==> config.mk <==
export PLATFORM = sky130hd
export DESIGN_NAME = dual_compare_timer
export DESIGN_NICKNAME = d
export VERILOG_FILES = /design/src/hw/timer_pkg.sv /design/src/hw/dual_compare_timer.sv
export SDC_FILE = /design/constraint.sdc
export NUM_CORES = 1
export LEC_CHECK = 0
export ABC_AREA = 1
export BUFFER_PORTS_ARGS = -buffer_cell sky130_fd_sc_hd__buf_4
export CAP_MARGIN = 20
export CORE_UTILIZATION = 62
export CTS_BUF_LIST = sky130_fd_sc_hd__clkbuf_16
export DETAILED_ROUTE_END_ITERATION = 10
export PLACE_DENSITY = 0.81
export SYNTH_ARGS = -nofsm -noshare
export SYNTH_HDL_FRONTEND = slang
export SYNTH_SLANG_ARGS = --single-unit
==> constraint.sdc <==
create_clock -name sys_clk -period 6.3 [get_ports sys_clk]
set_input_delay 1.26 -clock sys_clk [delete_from_list [all_inputs] [get_ports sys_clk]]
set_output_delay 1.26 -clock sys_clk [all_outputs]
set_load 0.005 [all_outputs]
==> src/hw/timer_pkg.sv <==
package timer_pkg;

    // =========================================================
    // Register map, one byte per address
    // =========================================================
    localparam logic [7:0] ADDR_COUNT_READBACK   = 8'hca;
    localparam logic [7:0] ADDR_TIMER_CONTROL    = 8'hcb;
    localparam logic [7:0] ADDR_CHANNEL0_CONTROL = 8'hcc;
    localparam logic [7:0] ADDR_PERIOD_COMPARE   = 8'hcd;
    localparam logic [7:0] ADDR_CHANNEL1_CONTROL = 8'hce;
    localparam logic [7:0] ADDR_SECOND_COMPARE   = 8'hcf;
    localparam logic [7:0] ADDR_TIMER_FLAG       = 8'hd8;
    localparam logic [7:0] ADDR_CPU_ENABLE       = 8'hd9;
    localparam logic [7:0] ADDR_CPU_FLAG         = 8'hda;
    localparam logic [7:0] INSTANCE_STRIDE       = 8'h08;

    // =========================================================
    // Control register fields
    // =========================================================
    localparam int CTL_DIV_LSB   = 5;
    localparam int CTL_START_BIT = 4;
    localparam int CTL_OVERFLOW_MASK_BIT = 3;
    localparam int CTL_CLR_BIT   = 2;
    localparam int CTL_MODE_LSB  = 0;
    localparam int CCTL_IM_BIT   = 6;
    localparam int CCTL_CMP_LSB  = 3;

    // Flag register bits: per timer overflow, ch0, ch1
    localparam int FLAG_OVF_BIT = 0;
    localparam int FLAG_CH0_BIT = 1;
    localparam int FLAG_CH1_BIT = 2;
    localparam int FLAG_STRIDE  = 3;

    // =========================================================
    // Reset values
    // =========================================================
    localparam logic [7:0] RESET_COUNT   = 8'h00;
    localparam logic [2:0] RESET_DIV     = 3'h0;
    localparam logic       RESET_START   = 1'b0;
    localparam logic       RESET_OVERFLOW_MASK   = 1'b1;
    localparam logic       RESET_IM      = 1'b1;
    localparam logic [2:0] RESET_CMP     = 3'h0;
    localparam logic [7:0] RESET_COMPARE = 8'h00;
    localparam logic [7:0] COUNT_TOP     = 8'hff;

    // Vector numbers, first and second timer
    localparam logic [4:0] VECTOR_FIRST  = 5'h0b;
    localparam logic [4:0] VECTOR_SECOND = 5'h0c;

    typedef enum logic [1:0]
    {
        MODE_FREE   = 2'b00,
        MODE_DOWN   = 2'b01,
        MODE_MODULO = 2'b10,
        MODE_UPDOWN = 2'b11
    } count_mode_e;

    // Compare actions; codes 3..6 are PWM styles, 7 is reserved
    typedef enum logic [2:0]
    {
        CMP_SET       = 3'h0,
        CMP_CLEAR     = 3'h1,
        CMP_TOGGLE    = 3'h2,
        CMP_SET_UP    = 3'h3,
        CMP_CLEAR_UP  = 3'h4,
        CMP_SET_CMP0  = 3'h5,
        CMP_CLEAR_CMP0 = 3'h6,
        CMP_RESERVED  = 3'h7
    } compare_action_e;

endpackage

==> src/hw/dual_compare_timer.sv <==
// How it works
// - Free mode counts 0..0xFF then wraps
// - Free mode overflow flag at 0xFF
// - Modulo counts to period value, reloads zero
// - Down mode loads period, stops at zero
// - Up/down climbs to period, falls to zero
// - Up/down overflow flags at zero turnaround
// - Overflow irq needs mask and enable
// - Channel pin acts on compare match
// - Compare pins come straight from flops
// - Period compare write applies at zero
// - Second compare write applies at once
// - Compare sets flag; mask, enable gate irq
// - Up/down channel 0 flags at zero
// - Flags set regardless of masks
// - Mask set on pending flag requests irq
// - One vector per timer, 11 and 12
// - DMA trigger pulse per channel compare
// - Count readback at 0xCA, resets zero
// - Start bit runs or suspends counter
// - Clear bit zeroes counter, reads zero
// - Mode field selects four counting modes
module dual_compare_timer
(
    input  wire logic       sys_clk,
    input  wire logic       rst,
    input  wire logic       timer_tick,
    input  wire logic [7:0] bus_addr,
    input  wire logic [7:0] bus_wdata,
    input  wire logic       bus_write,
    input  wire logic       bus_read,
    output logic      [7:0] bus_rdata,
    output logic      [3:0] compare_pin,
    output logic      [3:0] compare_pin_oe,
    output logic      [1:0] timer_irq,
    output logic      [4:0] first_vector,
    output logic      [4:0] second_vector,
    output logic            first_timer_ch0_dma_trigger,
    output logic            first_timer_ch1_dma_trigger,
    output logic            second_timer_ch0_dma_trigger,
    output logic            second_timer_ch1_dma_trigger
);
    import timer_pkg::*;

    // =========================================================
    // Tick synchroniser
    // =========================================================
    logic       tick_meta_reg;
    logic       tick_sync_reg;
    logic       tick_last_reg;
    logic       tick_edge;

    // Tick pin is foreign, two flops before use
    always_ff @(posedge sys_clk or posedge rst)
    begin
        if (rst)
        begin
            tick_meta_reg <= 1'b0;
            tick_sync_reg <= 1'b0;
            tick_last_reg <= 1'b0;
        end
        else
        begin
            tick_meta_reg <= timer_tick;
            tick_sync_reg <= tick_meta_reg;
            tick_last_reg <= tick_sync_reg;
        end
    end

    assign tick_edge = tick_sync_reg & ~tick_last_reg;

    // =========================================================
    // Per timer state (index 0 first, 1 second)
    // =========================================================
    logic [7:0] count_reg          [2];
    logic [2:0] div_reg            [2];
    logic       start_reg          [2];
    logic       ovf_mask_reg       [2];
    logic [1:0] mode_reg           [2];
    logic       down_dir_reg       [2];
    logic       down_loaded_reg    [2];
    logic [7:0] prescale_reg       [2];
    logic [7:0] period_buf_reg     [2];
    logic [7:0] period_compare_reg [2];
    logic [7:0] second_compare_reg [2];
    logic       chan_mask_reg      [4];
    logic [2:0] compare_action_reg [4];
    logic       pin_reg            [4];
    logic [1:0] cpu_enable_reg;
    logic [5:0] timer_flag_reg;
    logic [1:0] cpu_timer_flag_reg;
    logic [3:0] dma_reg;

    logic       active_edge        [2];
    logic [7:0] count_next         [2];
    logic       ovf_event          [2];
    logic       ch_event           [4];
    logic       timer_sel;
    logic [7:0] local_addr;
    logic       in_range;

    // Any flag of one timer whose mask is set
    function automatic logic pending(input logic [2:0] f, input logic [2:0] m);
        pending = |(f & m);
    endfunction

    assign timer_sel  = (bus_addr >= ADDR_COUNT_READBACK + INSTANCE_STRIDE)
                      & (bus_addr <  ADDR_TIMER_FLAG);
    assign local_addr = timer_sel ? bus_addr - INSTANCE_STRIDE : bus_addr;
    assign in_range   = (local_addr >= ADDR_COUNT_READBACK)
                      & (local_addr <= ADDR_SECOND_COMPARE);

    // =========================================================
    // Counting engines, one per timer
    // =========================================================
    for (genvar t = 0; t < 2; t++)
    begin : g_timer
        logic wr_here;
        assign wr_here = bus_write & in_range & (timer_sel == 1'(t));

        // Prescaler bit chosen by divide field
        assign active_edge[t] = tick_edge & start_reg[t]
                              & ((prescale_reg[t] & ((8'h01 << div_reg[t]) - 8'h01)) == 8'h00);

        // Next count and overflow per mode
        always_comb
        begin
            count_next[t] = count_reg[t];
            ovf_event[t]  = 1'b0;
            unique case (count_mode_e'(mode_reg[t]))
                MODE_FREE:
                begin
                    count_next[t] = count_reg[t] + 8'h01;
                    ovf_event[t]  = count_reg[t] == COUNT_TOP;
                end
                MODE_MODULO:
                begin
                    ovf_event[t]  = count_reg[t] == period_compare_reg[t];
                    count_next[t] = ovf_event[t] ? 8'h00 : count_reg[t] + 8'h01;
                end
                MODE_DOWN:
                begin
                    if (!down_loaded_reg[t])
                        count_next[t] = period_compare_reg[t];
                    else if (count_reg[t] != 8'h00)
                        count_next[t] = count_reg[t] - 8'h01;
                    ovf_event[t] = down_loaded_reg[t] & (count_reg[t] == 8'h01);
                end
                MODE_UPDOWN:
                begin
                    if (down_dir_reg[t] && count_reg[t] != 8'h00)
                        count_next[t] = count_reg[t] - 8'h01;
                    else if (count_reg[t] == period_compare_reg[t])
                        count_next[t] = count_reg[t] - 8'h01;
                    else
                        count_next[t] = count_reg[t] + 8'h01;
                    ovf_event[t] = down_dir_reg[t] & (count_reg[t] == 8'h00);
                end
            endcase
            if (!active_edge[t])
            begin
                count_next[t] = count_reg[t];
                ovf_event[t]  = 1'b0;
            end
        end

        // Compare events; up/down ch0 rides on zero turnaround
        assign ch_event[2*t]   = (mode_reg[t] == MODE_UPDOWN) ? ovf_event[t]
                               : active_edge[t] & (count_reg[t] == period_compare_reg[t]);
        assign ch_event[2*t+1] = active_edge[t] & (count_reg[t] == second_compare_reg[t]);

        // Counter, prescaler and direction
        always_ff @(posedge sys_clk or posedge rst)
        begin
            if (rst)
            begin
                count_reg[t]       <= RESET_COUNT;
                prescale_reg[t]    <= 8'h00;
                down_dir_reg[t]    <= 1'b0;
                down_loaded_reg[t] <= 1'b0;
            end
            else if (wr_here && local_addr == ADDR_TIMER_CONTROL && bus_wdata[CTL_CLR_BIT])
            begin
                count_reg[t]       <= 8'h00;
                prescale_reg[t]    <= 8'h00;
                down_dir_reg[t]    <= 1'b0;
                down_loaded_reg[t] <= 1'b0;
            end
            else
            begin
                if (tick_edge && start_reg[t])
                    prescale_reg[t] <= prescale_reg[t] + 8'h01;
                if (!start_reg[t] || mode_reg[t] != MODE_DOWN)
                    down_loaded_reg[t] <= 1'b0;
                else if (active_edge[t])
                    down_loaded_reg[t] <= 1'b1;
                if (active_edge[t] && mode_reg[t] == MODE_UPDOWN)
                begin
                    if (count_reg[t] == period_compare_reg[t] && !down_dir_reg[t])
                        down_dir_reg[t] <= 1'b1;
                    else if (count_reg[t] == 8'h00 && down_dir_reg[t])
                        down_dir_reg[t] <= 1'b0;
                end
                count_reg[t] <= count_next[t];
            end
        end

        // Control and compare registers
        always_ff @(posedge sys_clk or posedge rst)
        begin
            if (rst)
            begin
                div_reg[t]            <= RESET_DIV;
                start_reg[t]          <= RESET_START;
                ovf_mask_reg[t]       <= RESET_OVERFLOW_MASK;
                mode_reg[t]           <= MODE_FREE;
                period_buf_reg[t]     <= RESET_COMPARE;
                period_compare_reg[t] <= RESET_COMPARE;
                second_compare_reg[t] <= RESET_COMPARE;
                chan_mask_reg[2*t]    <= RESET_IM;
                chan_mask_reg[2*t+1]  <= RESET_IM;
                compare_action_reg[2*t]   <= RESET_CMP;
                compare_action_reg[2*t+1] <= RESET_CMP;
            end
            else
            begin
                if (wr_here && local_addr == ADDR_TIMER_CONTROL)
                begin
                    div_reg[t]      <= bus_wdata[CTL_DIV_LSB +: 3];
                    start_reg[t]    <= bus_wdata[CTL_START_BIT];
                    ovf_mask_reg[t] <= bus_wdata[CTL_OVERFLOW_MASK_BIT];
                    mode_reg[t]     <= bus_wdata[CTL_MODE_LSB +: 2];
                end
                if (wr_here && local_addr == ADDR_CHANNEL0_CONTROL)
                begin
                    chan_mask_reg[2*t]      <= bus_wdata[CCTL_IM_BIT];
                    compare_action_reg[2*t] <= bus_wdata[CCTL_CMP_LSB +: 3];
                end
                if (wr_here && local_addr == ADDR_CHANNEL1_CONTROL)
                begin
                    chan_mask_reg[2*t+1]      <= bus_wdata[CCTL_IM_BIT];
                    compare_action_reg[2*t+1] <= bus_wdata[CCTL_CMP_LSB +: 3];
                end
                if (wr_here && local_addr == ADDR_PERIOD_COMPARE)
                    period_buf_reg[t] <= bus_wdata;
                if (count_reg[t] == 8'h00)
                    period_compare_reg[t] <= period_buf_reg[t];
                if (wr_here && local_addr == ADDR_SECOND_COMPARE)
                    second_compare_reg[t] <= bus_wdata;
            end
        end
    end

    // =========================================================
    // Compare pins, one flop each so edges are clean
    // =========================================================
    for (genvar c = 0; c < 4; c++)
    begin : g_pin
        always_ff @(posedge sys_clk or posedge rst)
        begin
            if (rst)
                pin_reg[c] <= 1'b0;
            else if (ch_event[c])
            begin
                unique case (compare_action_e'(compare_action_reg[c]))
                    CMP_SET, CMP_SET_UP, CMP_SET_CMP0:       pin_reg[c] <= 1'b1;
                    CMP_CLEAR, CMP_CLEAR_UP, CMP_CLEAR_CMP0: pin_reg[c] <= 1'b0;
                    CMP_TOGGLE:                              pin_reg[c] <= ~pin_reg[c];
                    default:                                 pin_reg[c] <= pin_reg[c];
                endcase
            end
        end
        assign compare_pin[c] = pin_reg[c];
    end

    // Channel pins drive once their timer is started
    always_ff @(posedge sys_clk or posedge rst)
    begin
        if (rst)
            compare_pin_oe <= 4'h0;
        else
            compare_pin_oe <= {start_reg[1], start_reg[1], start_reg[0], start_reg[0]};
    end

    // =========================================================
    // Flags, set wins over software clear
    // =========================================================
    always_ff @(posedge sys_clk or posedge rst)
    begin
        if (rst)
            timer_flag_reg <= 6'h00;
        else
        begin
            for (int t = 0; t < 2; t++)
            begin
                if (bus_write && bus_addr == ADDR_TIMER_FLAG)
                begin
                    timer_flag_reg[t*FLAG_STRIDE +: 3] <= bus_wdata[t*FLAG_STRIDE +: 3]
                                                        & timer_flag_reg[t*FLAG_STRIDE +: 3];
                end
                if (ovf_event[t])
                    timer_flag_reg[t*FLAG_STRIDE+FLAG_OVF_BIT] <= 1'b1;
                if (ch_event[2*t])
                    timer_flag_reg[t*FLAG_STRIDE+FLAG_CH0_BIT] <= 1'b1;
                if (ch_event[2*t+1])
                    timer_flag_reg[t*FLAG_STRIDE+FLAG_CH1_BIT] <= 1'b1;
            end
        end
    end

    // CPU flag follows masked flags, so unmasking a pending flag raises it
    always_ff @(posedge sys_clk or posedge rst)
    begin
        if (rst)
        begin
            cpu_timer_flag_reg <= 2'b00;
            timer_irq          <= 2'b00;
            cpu_enable_reg     <= 2'b00;
        end
        else
        begin
            if (bus_write && bus_addr == ADDR_CPU_ENABLE)
                cpu_enable_reg <= bus_wdata[1:0];
            for (int t = 0; t < 2; t++)
            begin
                cpu_timer_flag_reg[t] <= pending(timer_flag_reg[t*FLAG_STRIDE +: 3],
                    {chan_mask_reg[2*t+1], chan_mask_reg[2*t], ovf_mask_reg[t]});
                timer_irq[t] <= cpu_timer_flag_reg[t] & cpu_enable_reg[t];
            end
        end
    end

    // Fixed vector numbers, one per timer, shared by all its events
    always_ff @(posedge sys_clk or posedge rst)
    begin
        if (rst)
        begin
            first_vector  <= VECTOR_FIRST;
            second_vector <= VECTOR_SECOND;
        end
        else
        begin
            first_vector  <= VECTOR_FIRST;
            second_vector <= VECTOR_SECOND;
        end
    end

    // DMA triggers, one cycle per compare
    always_ff @(posedge sys_clk or posedge rst)
    begin
        if (rst)
            dma_reg <= 4'h0;
        else
            dma_reg <= {ch_event[3], ch_event[2], ch_event[1], ch_event[0]};
    end

    assign first_timer_ch0_dma_trigger  = dma_reg[0];
    assign first_timer_ch1_dma_trigger  = dma_reg[1];
    assign second_timer_ch0_dma_trigger = dma_reg[2];
    assign second_timer_ch1_dma_trigger = dma_reg[3];

    // =========================================================
    // Read port, data in the cycle after the strobe
    // =========================================================
    always_ff @(posedge sys_clk or posedge rst)
    begin
        if (rst)
            bus_rdata <= 8'h00;
        else if (!bus_read)
            bus_rdata <= 8'h00;
        else if (bus_addr == ADDR_TIMER_FLAG)
            bus_rdata <= {2'b00, timer_flag_reg};
        else if (bus_addr == ADDR_CPU_ENABLE)
            bus_rdata <= {6'h00, cpu_enable_reg};
        else if (bus_addr == ADDR_CPU_FLAG)
            bus_rdata <= {6'h00, cpu_timer_flag_reg};
        else if (!in_range)
            bus_rdata <= 8'h00;
        else
        begin
            unique case (local_addr)
                ADDR_COUNT_READBACK: bus_rdata <= count_reg[timer_sel];
                ADDR_TIMER_CONTROL:  bus_rdata <= {div_reg[timer_sel], start_reg[timer_sel],
                                                   ovf_mask_reg[timer_sel], 1'b0,
                                                   mode_reg[timer_sel]};
                ADDR_CHANNEL0_CONTROL: bus_rdata <= {1'b0, chan_mask_reg[2*timer_sel],
                                                     compare_action_reg[2*timer_sel], 3'h0};
                ADDR_PERIOD_COMPARE: bus_rdata <= period_buf_reg[timer_sel];
                ADDR_CHANNEL1_CONTROL: bus_rdata <= {1'b0, chan_mask_reg[2*timer_sel+1],
                                                     compare_action_reg[2*timer_sel+1], 3'h0};
                default:             bus_rdata <= second_compare_reg[timer_sel];
            endcase
        end
    end

endmodule

---- Yosys cells after proc, flatten, opt, wreduce, memory -nomap -nowiden ----
Index checks and enable logic that the tools add are counted.
Widths: inputs -> output; s select.
storage, ports and cells
  memories ................................ 0
  bits in registers ....................... 148
  word-level logic and storage cells ...... 326
  bits of input ports ..................... 21
  bits in read-only memories .............. 0
  RAM bits ................................ 0
  bits in latches ......................... 0
  output and inout bits ................... 32
cells by class
  shifts and indexed selects .............. 2
  bitwise logic cells ..................... 35
  reduce and logical (&&, ||, !) cells .... 80
  magnitude comparators ................... 7
  div/mod/pow operators ................... 0
  eq/ne operators ......................... 51
  add/sub/neg operators ................... 10
  muxes and demuxes ....................... 92
  $mul .................................... 0
operators with widths
  cell                 number
  $mux 8               33
  $eq 8x8->1 const B   11
  $ge 33x3->1 const B  2
  $pmux 8 s4           2
  $pmux 8 s5           1
  $eq 3x3->1 const B   12
  $mux 1               34
  $not 2->33           1
  $not 3->33           1
  $add 8x1->8 const B  4
  $eq 8x8->1           4
  $logic_not 8->1      4
  $sub 8x1->8 const B  4
  $reduce_or 3->1      10
  $mux 3               9
  $eq 3x2->1 const B   8
  $logic_and 1x1->1    24
  $reduce_bool 2->1    12
  $reduce_bool 3->1    8
  $and 1x1->1          20
  $and 8x8->8          2
  $eq 8x1->1 const B   2
  $ge 8x8->1 const B   2
  $reduce_and 2->1     8
  24 further kinds     59

---- Longest topological paths before layout ----
Gate-level depths: netlist (run 1).
  word-level depth ........................ 13
  mapped depth ............................ 16
  depth with buffers taken out ............ 15

---- Least setup slack after synthesis (run 1) ----
OpenSTA, ideal clock, no wires.
  path type ............................... input to register
  start ................................... input port bus_addr[3]
  end ..................................... register prescale_reg[3] in the netlist's numbering
  path buffers ............................ 1
  library setup time ...................... 119 ps
  slack ................................... 3397 ps
  data required time ...................... 6181 ps
  cell stages on the path ................. 12
  arrival time ............................ 2784 ps
  cell sequence ........................... inv_1 > ha_1 > o21ai_0 > a21oi_1 > nand3_2 > nor2_4 > nand2_2 > inv_2 > nand3_2 > inv_2 > buf_4 > nor3b_1
on the way
  cells in the longest elaborated chain, start to end .. 10
  elaborated cells between the ends (all ways) .. 15
  those cells by class .................... add/sub (1); order compare (4); eq/ne (1); mux (2); bitwise (4); reduce/logical (3)
ends and longest elaborated chain
  what                                         RTL line                                              source
  start, declared                              dual_compare_timer.sv:28                              input wire logic [7:0] bus_addr,
  $ge 8x8->1 or $lt 8x8->1 (tied branches)     dual_compare_timer.sv:107, dual_compare_timer.sv:108
  $and 1x1->1                                  dual_compare_timer.sv:108                             & (bus_addr < ADDR_TIMER_FLAG);
  $mux 8                                       dual_compare_timer.sv:109                             assign local_addr = timer_sel ? bus_addr - INSTANCE_STRIDE : bus_addr;
  $ge 8x8->1 or $le 8x8->1 (tied branches)     dual_compare_timer.sv:110, dual_compare_timer.sv:111
  $and 1x1->1                                  dual_compare_timer.sv:111                             & (local_addr <= ADDR_SECOND_COMPARE);
  $and 1x1->1 (2 in a row)                     dual_compare_timer.sv:119                             assign wr_here = bus_write & in_range & (timer_sel == 1'(t));
  $logic_and 1x1->1 * (2 in a row)             dual_compare_timer.sv:182                             else if (wr_here && local_addr == ADDR_TIMER_CONTROL && bus_wdata[CTL_CLR_BIT])
  $mux 8 or $reduce_bool 2->1 (tied branches)  --
  end signal, assigned by index                dual_compare_timer.sv:192                             prescale_reg[t] <= prescale_reg[t] + 8'h01;
  end, declared                                dual_compare_timer.sv:82                              logic [7:0] prescale_reg [2];
Mark *: on every way between the ends. The rest lies on a longest branch, timed or not.
A chain may end at the register's enable or synchronous reset.

---- Worst setup path in the final report (run 1) ----
  start ................................... input port bus_addr[2]
  end ..................................... register prescale_reg[12] in the netlist's numbering
The elaborated chain is that of the path after synthesis.

==> results of run 1 <==
through the flow:
stage | worst slack (ns) | utilization (%) | std cells | hold slack (ns) | cell area [sq um]
finish | 2.92 | 71.4 | 1402 | 0.353 | 9600
global placement | 2.59 | 67.0 | 1370 | 0.332 | 9020
floorplan | 1.16 | - | 1191 | 0.331 | 8700
global route | 2.72 | 71.4 | 1402 | 0.359 | 9600
CTS | 3.02 | 71.4 | 1402 | 0.356 | 9600
detailed placement | 2.58 | 67.0 | 1370 | 0.342 | 9020
final cells by class:
| cell class | count | area share [%] |
|---|---|---|
| well taps | 176 | 2.29 |
| flip-flops and latches | 145 | 37.9 |
| clock inverters | 15 | 1.64 |
| multi-input cells | 865 | 44.8 |
| clock buffers | 17 | 4.43 |
| inverters | 140 | 5.52 |
| repair buffers | 44 | 3.44 |
per-layer routing:
metal	vias to the layer above	GRT usage [%]	share of wire, %
li1	3920	-	-
met1	3900	49.7	43
met2	407	56.0	46
met3	67	7.31	8.2
met4	0	15.5	3.5
met5	-	0	0
power by group through the flow:
| stage | logic (W) | clock network, W | registers, W |
|---|---|---|---|
| 6_report | 0.0000833 | 0.00100 | 0.000941 |
| 4_1_cts | 0.0000826 | 0.00101 | 0.000941 |
| 2_1_floorplan | 0.0000527 | 0 | 0.000956 |
| 3_5_place_dp | 0.0000820 | 0 | 0.000958 |
| 3_3_place_gp | 0.0000818 | 0 | 0.000958 |
| 5_1_grt | 0.0000928 | 0.00105 | 0.000941 |
layout by cell type (no fill, tap or decap), types with 17 or more instances in the layout:
master	Yosys	layout
sky130_fd_sc_hd__a21oi_1	38	38
sky130_fd_sc_hd__buf_4	14	44
sky130_fd_sc_hd__clkbuf_16	0	17
sky130_fd_sc_hd__dfrtp_1	139	139
sky130_fd_sc_hd__inv_1	132	131
sky130_fd_sc_hd__nand2_1	342	342
sky130_fd_sc_hd__nand3_1	90	90
sky130_fd_sc_hd__nand4_1	35	35
sky130_fd_sc_hd__nor2_1	70	70
sky130_fd_sc_hd__o21ai_0	105	105
sky130_fd_sc_hd__o21ai_1	38	38
sky130_fd_sc_hd__xnor2_1	17	17
sky130_fd_sc_hd__xor2_1	22	22
cell families (layout without fill, tap and decap cells):
logic type / after synthesis / after routing
other cells: 2 / 10
compound gates: 211 / 211
buf+inv: 181 / 216
fa+ha+maj: 12 / 12
simple gates: 590 / 590
mux: 3 / 3
flops: 145 / 145
xor+xnor: 39 / 39
final timing paths:
path / from / to / depth (start not counted)
min in group asynchronous: rst / dma_reg[0] / 2
hold / removal: tick_meta_reg / tick_sync_reg / 0
setup / recovery: bus_addr[2] / prescale_reg[12] / 9
setup reg to reg: count_reg[1] / count_reg[2] / 9
hold reg to reg: tick_meta_reg / tick_sync_reg / 0
max in group asynchronous: rst / mode_reg[0] / 3
==> impl_results.md, run 1 <==
* Buffer levels on the longest clock path at 2
* Adder-cell share of the synthesized area at 1.73%
* CP startpoint kind: input pin
* Critical Path RT at 6.61 ns
* IR Drop Worst-Case VDD at 0.221 mV
* Synthesis warning total at 0
* Max Freq at 296 MHz
* H-Tree Level Count at 4
* Nature of the critical path endpoint: flip-flop
* Gates resized, CTS repair at 0
* Post-synthesis cell count at 1,183
* Nets at 1,246
* Clock tree sinks at 145
* Leakage Power at 4.66 nW
* Setup Fix Bufs, Post-CTS at 0
* Total GRT Usage at 36.2%
* Drt via density at 5.92
* Number of enable-type register cells in the synthesized netlist at 0
* Initial drt markers at 1,010
* ANT nets after route at 0
* Number of remaining DRC errors at 0
* Arrival time worst endpoint at 3.69 ns
* Type of the tightest min-delay check: reg2reg
* Clock slew at the register clock pins of the worst setup and hold paths at 0.06 ns
* Cell with the most instances after synthesis: sky130_fd_sc_hd__nand2_1
* Total congestion overflow after global routing at 0
* Die boundary height at 120 um
* Async set-or-reset flop fraction in the synthesized netlist at 100%
* Critical path cell sequence: buf_4, nor2_2, nor2_4, nand2_4, inv_1, nor3_4, nand3_2, inv_2, nor3b_1
* Worst-case clock skew at 0.00794 ns
* Hold Fails Final Rpt at 0
* I/O pin total at 53
* Sequential cell area at 0.00364 sq mm
* Run status: complete, no violations
* Final period util at 53.6%
* Area taken by multi-input logic gates at 0.00430 sq mm
* Maximum number of pins on one net before global-route repair at 88
* Worst Path Buf+Inv at 3
* Share of power burned in registers at 46.5%
* Core Region at 0.0135 sq mm
* Final-layout setup total negative slack at 0 ns
* First-pass GRT wire length at 39,700 um
* Effective utilization at floorplan at 64.4%
* Internal power at 0.00154 W
* Post-DP HPWL at 17,800 um
* Total number of placement rows at 42
* Number of different library cells in the post-synthesis netlist at 47
* Setup repair after global routing missed its margin: false
* Cell with the biggest individual delay on the critical path: sky130_fd_sc_hd__inv_1
* Total Routed Length at 24,500 um
* Yosys top cell area share at 40.1%
* Antenna diode instance count at 0
* Number of storage elements in the synthesis netlist at 145
* Worst setup path category: in2reg
* Clock buffer count from CTS at 17
* Crit Path Max Fanout at 59
* XOR/XNOR share of the synthesized area at 3.94%
* Iteration count of the initial detailed-routing pass at 7
* Fin. max-slew vios at 0
* Final Critical Period at 3.38 ns
* Sw Share at 23.9%
* IO Port Bufs at 42
* Final setup violating endpoints at 0
* Area share of and/or/nand/nor cells after synthesis at 30.1%
* Via count of the first global-routing pass at 7,685
* CTS root buf: sky130_fd_sc_hd__clkbuf_16
* Antenna violations before repair at 0
* Via count of the routed design at 8,294
* Reported max-cap violation count at 0
* Fraction of final layout cells with drive strength greater than 1 at 9.71%
* TritonCTS clock tree: done
* Top cells by area in the synthesized netlist: sky130_fd_sc_hd__dfrtp_1 (40%), sky130_fd_sc_hd__nand2_1 (15%), sky130_fd_sc_hd__o21ai_0 (6.1%)
* Switching power summed over all nets at 0.000484 W
* Routability-driven placement congestion ratio at 0.970
* Area enclosed by the die boundary at 0.0145 sq mm
* Multiplexer area fraction after synthesis at 0.375%
* Horizontal extent of the die at 120 um
* Synthesized-area fraction occupied by ao, oa, aoi and oai cells at 13.0%
* Power density normalized to cell area at 211 mW/mm^2
* Clock share of power at 49.4%
* Main combinational cell family by area after synthesis: simple AND/OR/NAND/NOR gates
* Transition time at the pin with the least slew margin at 1.08 ns
* Leading area contributor after synthesis: sky130_fd_sc_hd__dfrtp_1
* Detail-routed net length per standard cell at 17.5 um
* Maximum single-stage delay on the critical path at 0.50 ns
* Area Growth Syn to Fin at 10.8%
* Post-Syn Area at 0.00867 sq mm
* Overall power after layout at 0.00203 W
* Slew headroom at 27.5%
* Most frequent cells after synthesis: sky130_fd_sc_hd__nand2_1 (342), sky130_fd_sc_hd__dfrtp_1 (139), sky130_fd_sc_hd__inv_1 (132)
* Synthesized area per cell at 7.33 sq um
* Part of the total power dissipated in combinational logic at 4.1%
* Cell family with the largest share of critical-path delay: simple AND/OR/NAND/NOR gates
* Setup slack, reg-to-reg at 3.32 ns
* Share of the yosys chip area belonging to registers at 42.0%
* Insertion delay to the later sink of the worst-skew pair at 0.43 ns
* CTS Hold Bufs at 0
* Fill cells at 1,130
* Main synth FF type: sky130_fd_sc_hd__dfrtp_1
No activity file was read; power rests on OpenSTA's default activity.
==> inputs of run 2 (changes only) <==
Settings changed: CORE_UTILIZATION 62 to 56, PLACE_DENSITY 0.81 to 0.77.
Clock period 6.3 ns to 3.1 ns, I/O delays scaled along.
==> run 2 against run 1 <==
The flow now finishes with violations (DRC); clock skew down 0.00084 ns; hold slack worse by 0.062 ns; global-route usage down 4.1 points; register-to-register slack worse by 2.9 ns; utilization down 7.4 points; sequential cell count unchanged; die area up 11%; sequential share of layout area down 0.32 points; final cell count up 1.4%; first-iteration DRC count down 16%; critical endpoint is now compare_pin[3]; largest power group unchanged.
==> impl_results.md, run 2 (synthesized netlist as in run 1, its figures left out) <==
* Total Routed Length at 24,700 um
* Effective utilization at floorplan at 57.2%
* Detail-routed net length per standard cell at 17.3 um
* Buffer levels on the longest clock path at 2
* Type of the tightest min-delay check: in2reg
* Area Growth Syn to Fin at 11.7%
* Via count of the routed design at 8,172
* Switching power summed over all nets at 0.000967 W
* CP most frequent cell: sky130_fd_sc_hd__nand3_1
* Setup slack, reg-to-reg at 0.38 ns
* Worst hold path cell count at 1
* Placed cell areas at 0.00914 sq mm
* Part of the total power dissipated in combinational logic at 4.5%
* Top routing layer used: met4
* Sw Share at 24.1%
* Reported max-cap violation count at 0
* Setup repair after global routing missed its margin: false
* Total number of placement rows at 45
* Critical path cell sequence: inv_1, nand3_1, ha_1, o21bai_1, nand3_1, nand4_1, nor2_2, nand2_1, a31oi_1, o21ai_0
* Routability-driven placement congestion ratio at 1.01
* Final Critical Period at 2.72 ns
* Worst-case clock skew at 0.00711 ns
* Nets at 1,255
* Insertion delay to the later sink of the worst-skew pair at 0.43 ns
* Number of cells traversed by the worst register-to-register path at 10
* Hold Fails Final Rpt at 0
* I/O pin total at 53
* Most frequent standard cell in the layout excluding fill and tap cells: sky130_fd_sc_hd__nand2_1
* Via count of the first global-routing pass at 7,502
* Antenna violations before repair at 0
* Clock slew at the register clock pins of the worst setup and hold paths at 0.06 ns
* Clock share of power at 47.8%
* Clock tree sinks at 145
* Drt via density at 5.75
* Cell with the biggest individual delay on the critical path: sky130_fd_sc_hd__dfrtp_1
* Horizontal extent of the die at 126 um
* First-pass GRT wire length at 39,400 um
* Routed length on met2 at 11,100 um
* Gates resized, CTS repair at 0
* Violations in the final reports: DRC
* Final period util at 87.8%
* Final-layout setup total negative slack at 0 ns
* Leakage Power at 4.69 nW
* H-Tree Level Count at 4
* Transition time at the pin with the least slew margin at 0.789 ns
* Maximum number of pins on one net before global-route repair at 50
* Crit Path Max Fanout at 9
* CTS Hold Bufs at 0
* Critical Path RT at 3.40 ns
* Core Region at 0.0151 sq mm
* Total GRT Usage at 32.1%
* Iteration count of the initial detailed-routing pass at 11
* Area enclosed by the die boundary at 0.0160 sq mm
* Setup Fix Bufs, Post-CTS at 0
* Post-DP HPWL at 18,000 um
* Min-delay src: timer_tick
* Endpoint, Worst Hold: tick_meta_reg
* IO Port Bufs at 42
* CTS root buf: sky130_fd_sc_hd__clkbuf_16
* Metal3 WL at 1970 um
* TritonCTS clock tree: done
* M1 WL at 10,900 um
* Nature of the critical path endpoint: flip-flop
* Number of remaining DRC errors at 2
* Clock buffer count from CTS at 17
* Post-placement worst setup slack at 0.196 ns
* Overall power after layout at 0.00401 W
* Power density normalized to cell area at 414 mW/mm^2
* Total congestion overflow after global routing at 0
* Reg-to-Reg Start: div_reg[2]
* ANT nets after route at 0
* IR Drop Worst-Case VDD at 0.383 mV
* Summed area of non-filler cells in the final layout at 0.00968 sq mm
* Worst Setup Slack, final at 0.378 ns
* Fraction of final layout cells with drive strength greater than 1 at 10.3%
* Internal power at 0.00304 W
* Arrival time worst endpoint at 3.03 ns
* Commonest non-fill, non-tap cells in the layout: sky130_fd_sc_hd__nand2_1 (342), sky130_fd_sc_hd__dfrtp_1 (139), sky130_fd_sc_hd__inv_1 (132), sky130_fd_sc_hd__o21ai_0 (105), sky130_fd_sc_hd__nand3_1 (90)
* Fin. max-slew vios at 0
* Run status: finished with violations
* Slew headroom at 47.3%
* Worst flop-to-flop path endpoint: compare_pin[3]
* Maximum single-stage delay on the critical path at 0.49 ns
* Antenna diode instance count at 0
* Worst setup path category: reg2reg
* Die boundary height at 126 um
* Initial drt markers at 849
* CP startpoint kind: flip-flop
* Share of power burned in registers at 47.7%
* Max Freq at 367 MHz
* Final setup violating endpoints at 0
run 2: cell count changes in the layout (fill, tap and decap cells not counted):
cell,before,now
sky130_fd_sc_hd__clkinvlp_4,0,4
sky130_fd_sc_hd__clkinv_1,4,3
sky130_fd_sc_hd__clkinv_4,5,4
sky130_fd_sc_hd__inv_1,131,132
sky130_fd_sc_hd__clkinv_2,3,4
sky130_fd_sc_hd__buf_12,0,3
sky130_fd_sc_hd__buf_4,44,50
sky130_fd_sc_hd__inv_6,5,1
sky130_fd_sc_hd__bufinv_16,2,1
run 2: worst max-delay path by stage:
| stage | startpoint | endpoint |
|---|---|---|
| 2_1_floorplan | rst | bus_rdata[0] |
| 5_1_grt | div_reg[2] | compare_pin[3] |
| 4_1_cts | div_reg[2] | compare_pin[3] |
| 3_5_place_dp | bus_addr[3] | bus_rdata[1] |
| 3_3_place_gp | bus_addr[3] | bus_rdata[1] |
| 6_report | div_reg[2] | compare_pin[3] |
run 2: routing by layer:
metal,up-vias,global-route usage [%]
li1,3927,-
met1,3875,45.4
met2,321,49.0
met3,49,5.74
met4,0,13.4
met5,-,0
run 2: area by class of cell:
type | count | area, sq um
repair buffers | 53 | 435
fillers | 1322 | 5460
inverters | 140 | 529
clock buffers | 17 | 425
well taps | 188 | 235
clock inverters | 14 | 120
flip-flops and latches | 145 | 3640
multi-input cells | 865 | 4300
run 2: power by group through the flow:
stage          Sequential (W)  Combinational (W)  Clock (W)
6_report              0.00191           0.000180    0.00192
5_1_grt               0.00191           0.000200    0.00201
4_1_cts               0.00191           0.000180    0.00193
3_5_place_dp          0.00195           0.000179          0
3_3_place_gp          0.00195           0.000178          0
2_1_floorplan         0.00194           0.000108          0
run 2: worst max-delay path: cells and delay by family, from the launching register on:
kind / cells / cell delay (ns)
compound gates: 3 / 0.57
simple gates: 5 / 1.04
flops: 1 / 0.49
fa+ha+maj: 1 / 0.30
buf+inv: 1 / 0.20
run 2: through the flow:
stage	utilization, %	hold slack [ns]	std cells
detailed placement	60.3	0.340	1391
global route	63.9	0.290	1422
floorplan	-	0.331	1191
global placement	60.3	0.336	1391
finish	63.9	0.291	1422
CTS	63.9	0.283	1422
==> inputs of run 3 (changes only) <==
Settings changed: CELL_PAD_IN_SITES_DETAIL_PLACEMENT set to 0, CELL_PAD_IN_SITES_GLOBAL_PLACEMENT set to 1, CORE_UTILIZATION 56 to 41, PLACE_DENSITY 0.77 to not set, PLACE_DENSITY_LB_ADDON set to 0.1.
==> run 3 against run 2 <==
The run now ends clean; power rose by 5.4%; critical path depth rose by 1; final cell count increased by 6.4%; wire length is 11% higher; register-to-register slack improved by 0.11 ns; global-route usage is 5.9 points lower; sequential cell count is the same; via count shrank 3.4%; sequential share of layout area shrank 0.77 points; die area is 36% higher; critical endpoint is now count_reg[5]; largest cell class unchanged.
==> impl_results.md, run 3 (synthesized netlist as in run 1, its figures left out) <==
* Antenna violations before repair at 0
* Type of the tightest min-delay check: in2async
* Number of remaining DRC errors at 0
* Clock share of power at 50.6%
* Crit Path Max Fanout at 7
* Final period util at 84.4%
* Iteration count of the initial detailed-routing pass at 5
* Switching power summed over all nets at 0.00101 W
* Insertion delay to the later sink of the worst-skew pair at 0.43 ns
* Layout Utilization at 48.2%
* Antenna diode instance count at 0
* Post-DP HPWL at 20,700 um
* Fin. max-slew vios at 0
* Commonest non-fill, non-tap cells in the layout: sky130_fd_sc_hd__nand2_1 (342), sky130_fd_sc_hd__dfrtp_1 (139), sky130_fd_sc_hd__inv_1 (132), sky130_fd_sc_hd__o21ai_0 (105), sky130_fd_sc_hd__nand3_1 (90)
* CTS Hold Bufs at 0
* Transition time at the pin with the least slew margin at 0.697 ns
* Slew headroom at 53.4%
* Gates resized, CTS repair at 0
* Run status: complete, no violations
* Nets at 1,263
* Effective utilization at floorplan at 42.3%
* Area taken by multi-input logic gates at 0.00430 sq mm
* ANT nets after route at 0
* Post-placement worst setup slack at 0.291 ns
* Final Critical Period at 2.61 ns
* Final setup violating endpoints at 0
* Fill cells at 2,128
* Setup repair after global routing missed its margin: false
* Worst Path Buf+Inv at 3
* Most frequent standard cell in the layout excluding fill and tap cells: sky130_fd_sc_hd__nand2_1
* First-pass GRT wire length at 42,700 um
* Total GRT Usage at 26.3%
* Setup slack, reg-to-reg at 0.49 ns
* Area enclosed by the die boundary at 0.0217 sq mm
* Arrival time worst endpoint at 2.91 ns
* Final-layout setup total negative slack at 0 ns
* Part of the total power dissipated in combinational logic at 4.1%
* Cell with the biggest individual delay on the critical path: sky130_fd_sc_hd__dfrtp_1
* Power density normalized to cell area at 428 mW/mm^2
* Fraction of final layout cells with drive strength greater than 1 at 10.9%
* Core Region at 0.0205 sq mm
* TritonCTS clock tree: done
* CP startpoint kind: flip-flop
* Area Growth Syn to Fin at 14.1%
* H-Tree Level Count at 4
* Initial drt markers at 666
* Worst Setup Slack, final at 0.485 ns
* Sequential cell area at 0.00364 sq mm
* I/O pin total at 53
* Maximum single-stage delay on the critical path at 0.45 ns
* CP most frequent cell: sky130_fd_sc_hd__inv_1
* Clock buffer count from CTS at 17
* Buffer levels on the longest clock path at 2
* Die boundary height at 147 um
* Critical Path RT at 3.40 ns
* Horizontal extent of the die at 147 um
* Total congestion overflow after global routing at 0
* Maximum number of pins on one net before global-route repair at 94
* Nature of the critical path endpoint: flip-flop
* Worst setup path category: reg2reg
* Critical path cell sequence: inv_1, ha_1, nand3_1, nor2_2, nor2_1, inv_1, nand2_1, a21oi_1, inv_1, a22oi_1, a21oi_1
* Clock tree sinks at 145
* Total Routed Length at 27,300 um
* Total number of placement rows at 52
* IR Drop Worst-Case VDD at 0.406 mV
* CTS root buf: sky130_fd_sc_hd__clkbuf_16
* Reported max-cap violation count at 0
* Max Freq at 382 MHz
* Routability-driven placement congestion ratio at 0.924
* Setup Fix Bufs, Post-CTS at 0
* Hold Fails Final Rpt at 0
* Internal power at 0.00322 W
* Sw Share at 23.8%
* Worst-case clock skew at 0.0113 ns
* Via count of the first global-routing pass at 7,491
* Via count of the routed design at 7,891
* Cell family with the largest share of critical-path delay: simple AND/OR/NAND/NOR gates
* Share of power burned in registers at 45.2%
* Drt via density at 5.22
* Clock slew at the register clock pins of the worst setup and hold paths at 0.07 ns
* Detail-routed net length per standard cell at 18.0 um
* Leakage Power at 4.75 nW
* IO Port Bufs at 42
run 3: path summary, 6_finish.rpt:
path / from / cells after the start / end
setup / recovery: count_reg[1] / 11 / count_reg[5]
hold / removal: rst / 3 / compare_pin[0]
setup reg to reg: count_reg[1] / 11 / count_reg[5]
hold reg to reg: tick_meta_reg / 0 / tick_sync_reg
max in group asynchronous: rst / 3 / second_compare_reg[2]
min in group sys_clk: timer_tick / 1 / tick_meta_reg
run 3: area by class of cell:
| cell class | instances | area share (%) |
|---|---|---|
| Multi-Input combinational cell | 865 | 43.5 |
| Sequential cell | 145 | 36.8 |
| Inverter | 140 | 5.35 |
| Timing Repair Buffer | 61 | 4.76 |
| Clock buffer | 17 | 4.30 |
| Tap cell | 270 | 3.42 |
| Clock inverter | 15 | 1.86 |
run 3: metrics by stage:
stage	power (W)	instances	hold slack, ns	area, sq um
floorplan	0.00205	1191	0.331	8700
global placement	0.00213	1481	0.333	9280
detailed placement	0.00212	1481	0.347	9280
CTS	0.00426	1513	0.282	9890
global route	0.00436	1513	0.276	9890
finish	0.00423	1513	0.293	9890
run 3: per-layer routing:
layer / routed length (um) / vias up / GRT usage, %
met5: 0 / - / 0
met3: 1280 / 34 / 4.85
met4: 751 / 0 / 9.02
met1: 12700 / 3709 / 36.3
met2: 12600 / 202 / 41.5
li1: - / 3946 / -
run 3: worst min-delay path, cell delays in order:
cell                         delay (ns)
sky130_fd_sc_hd__buf_4             0.12
sky130_fd_sc_hd__clkinvlp_4        0.07
sky130_fd_sc_hd__buf_12            0.35
run 3: power by group through the flow:
stage | combinational (W) | sequential [W] | clock (W)
2_1_floorplan | 0.000108 | 0.00194 | 0
3_3_place_gp | 0.000177 | 0.00195 | 0
3_5_place_dp | 0.000176 | 0.00195 | 0
4_1_cts | 0.000177 | 0.00191 | 0.00217
5_1_grt | 0.000197 | 0.00191 | 0.00225
6_report | 0.000174 | 0.00191 | 0.00214
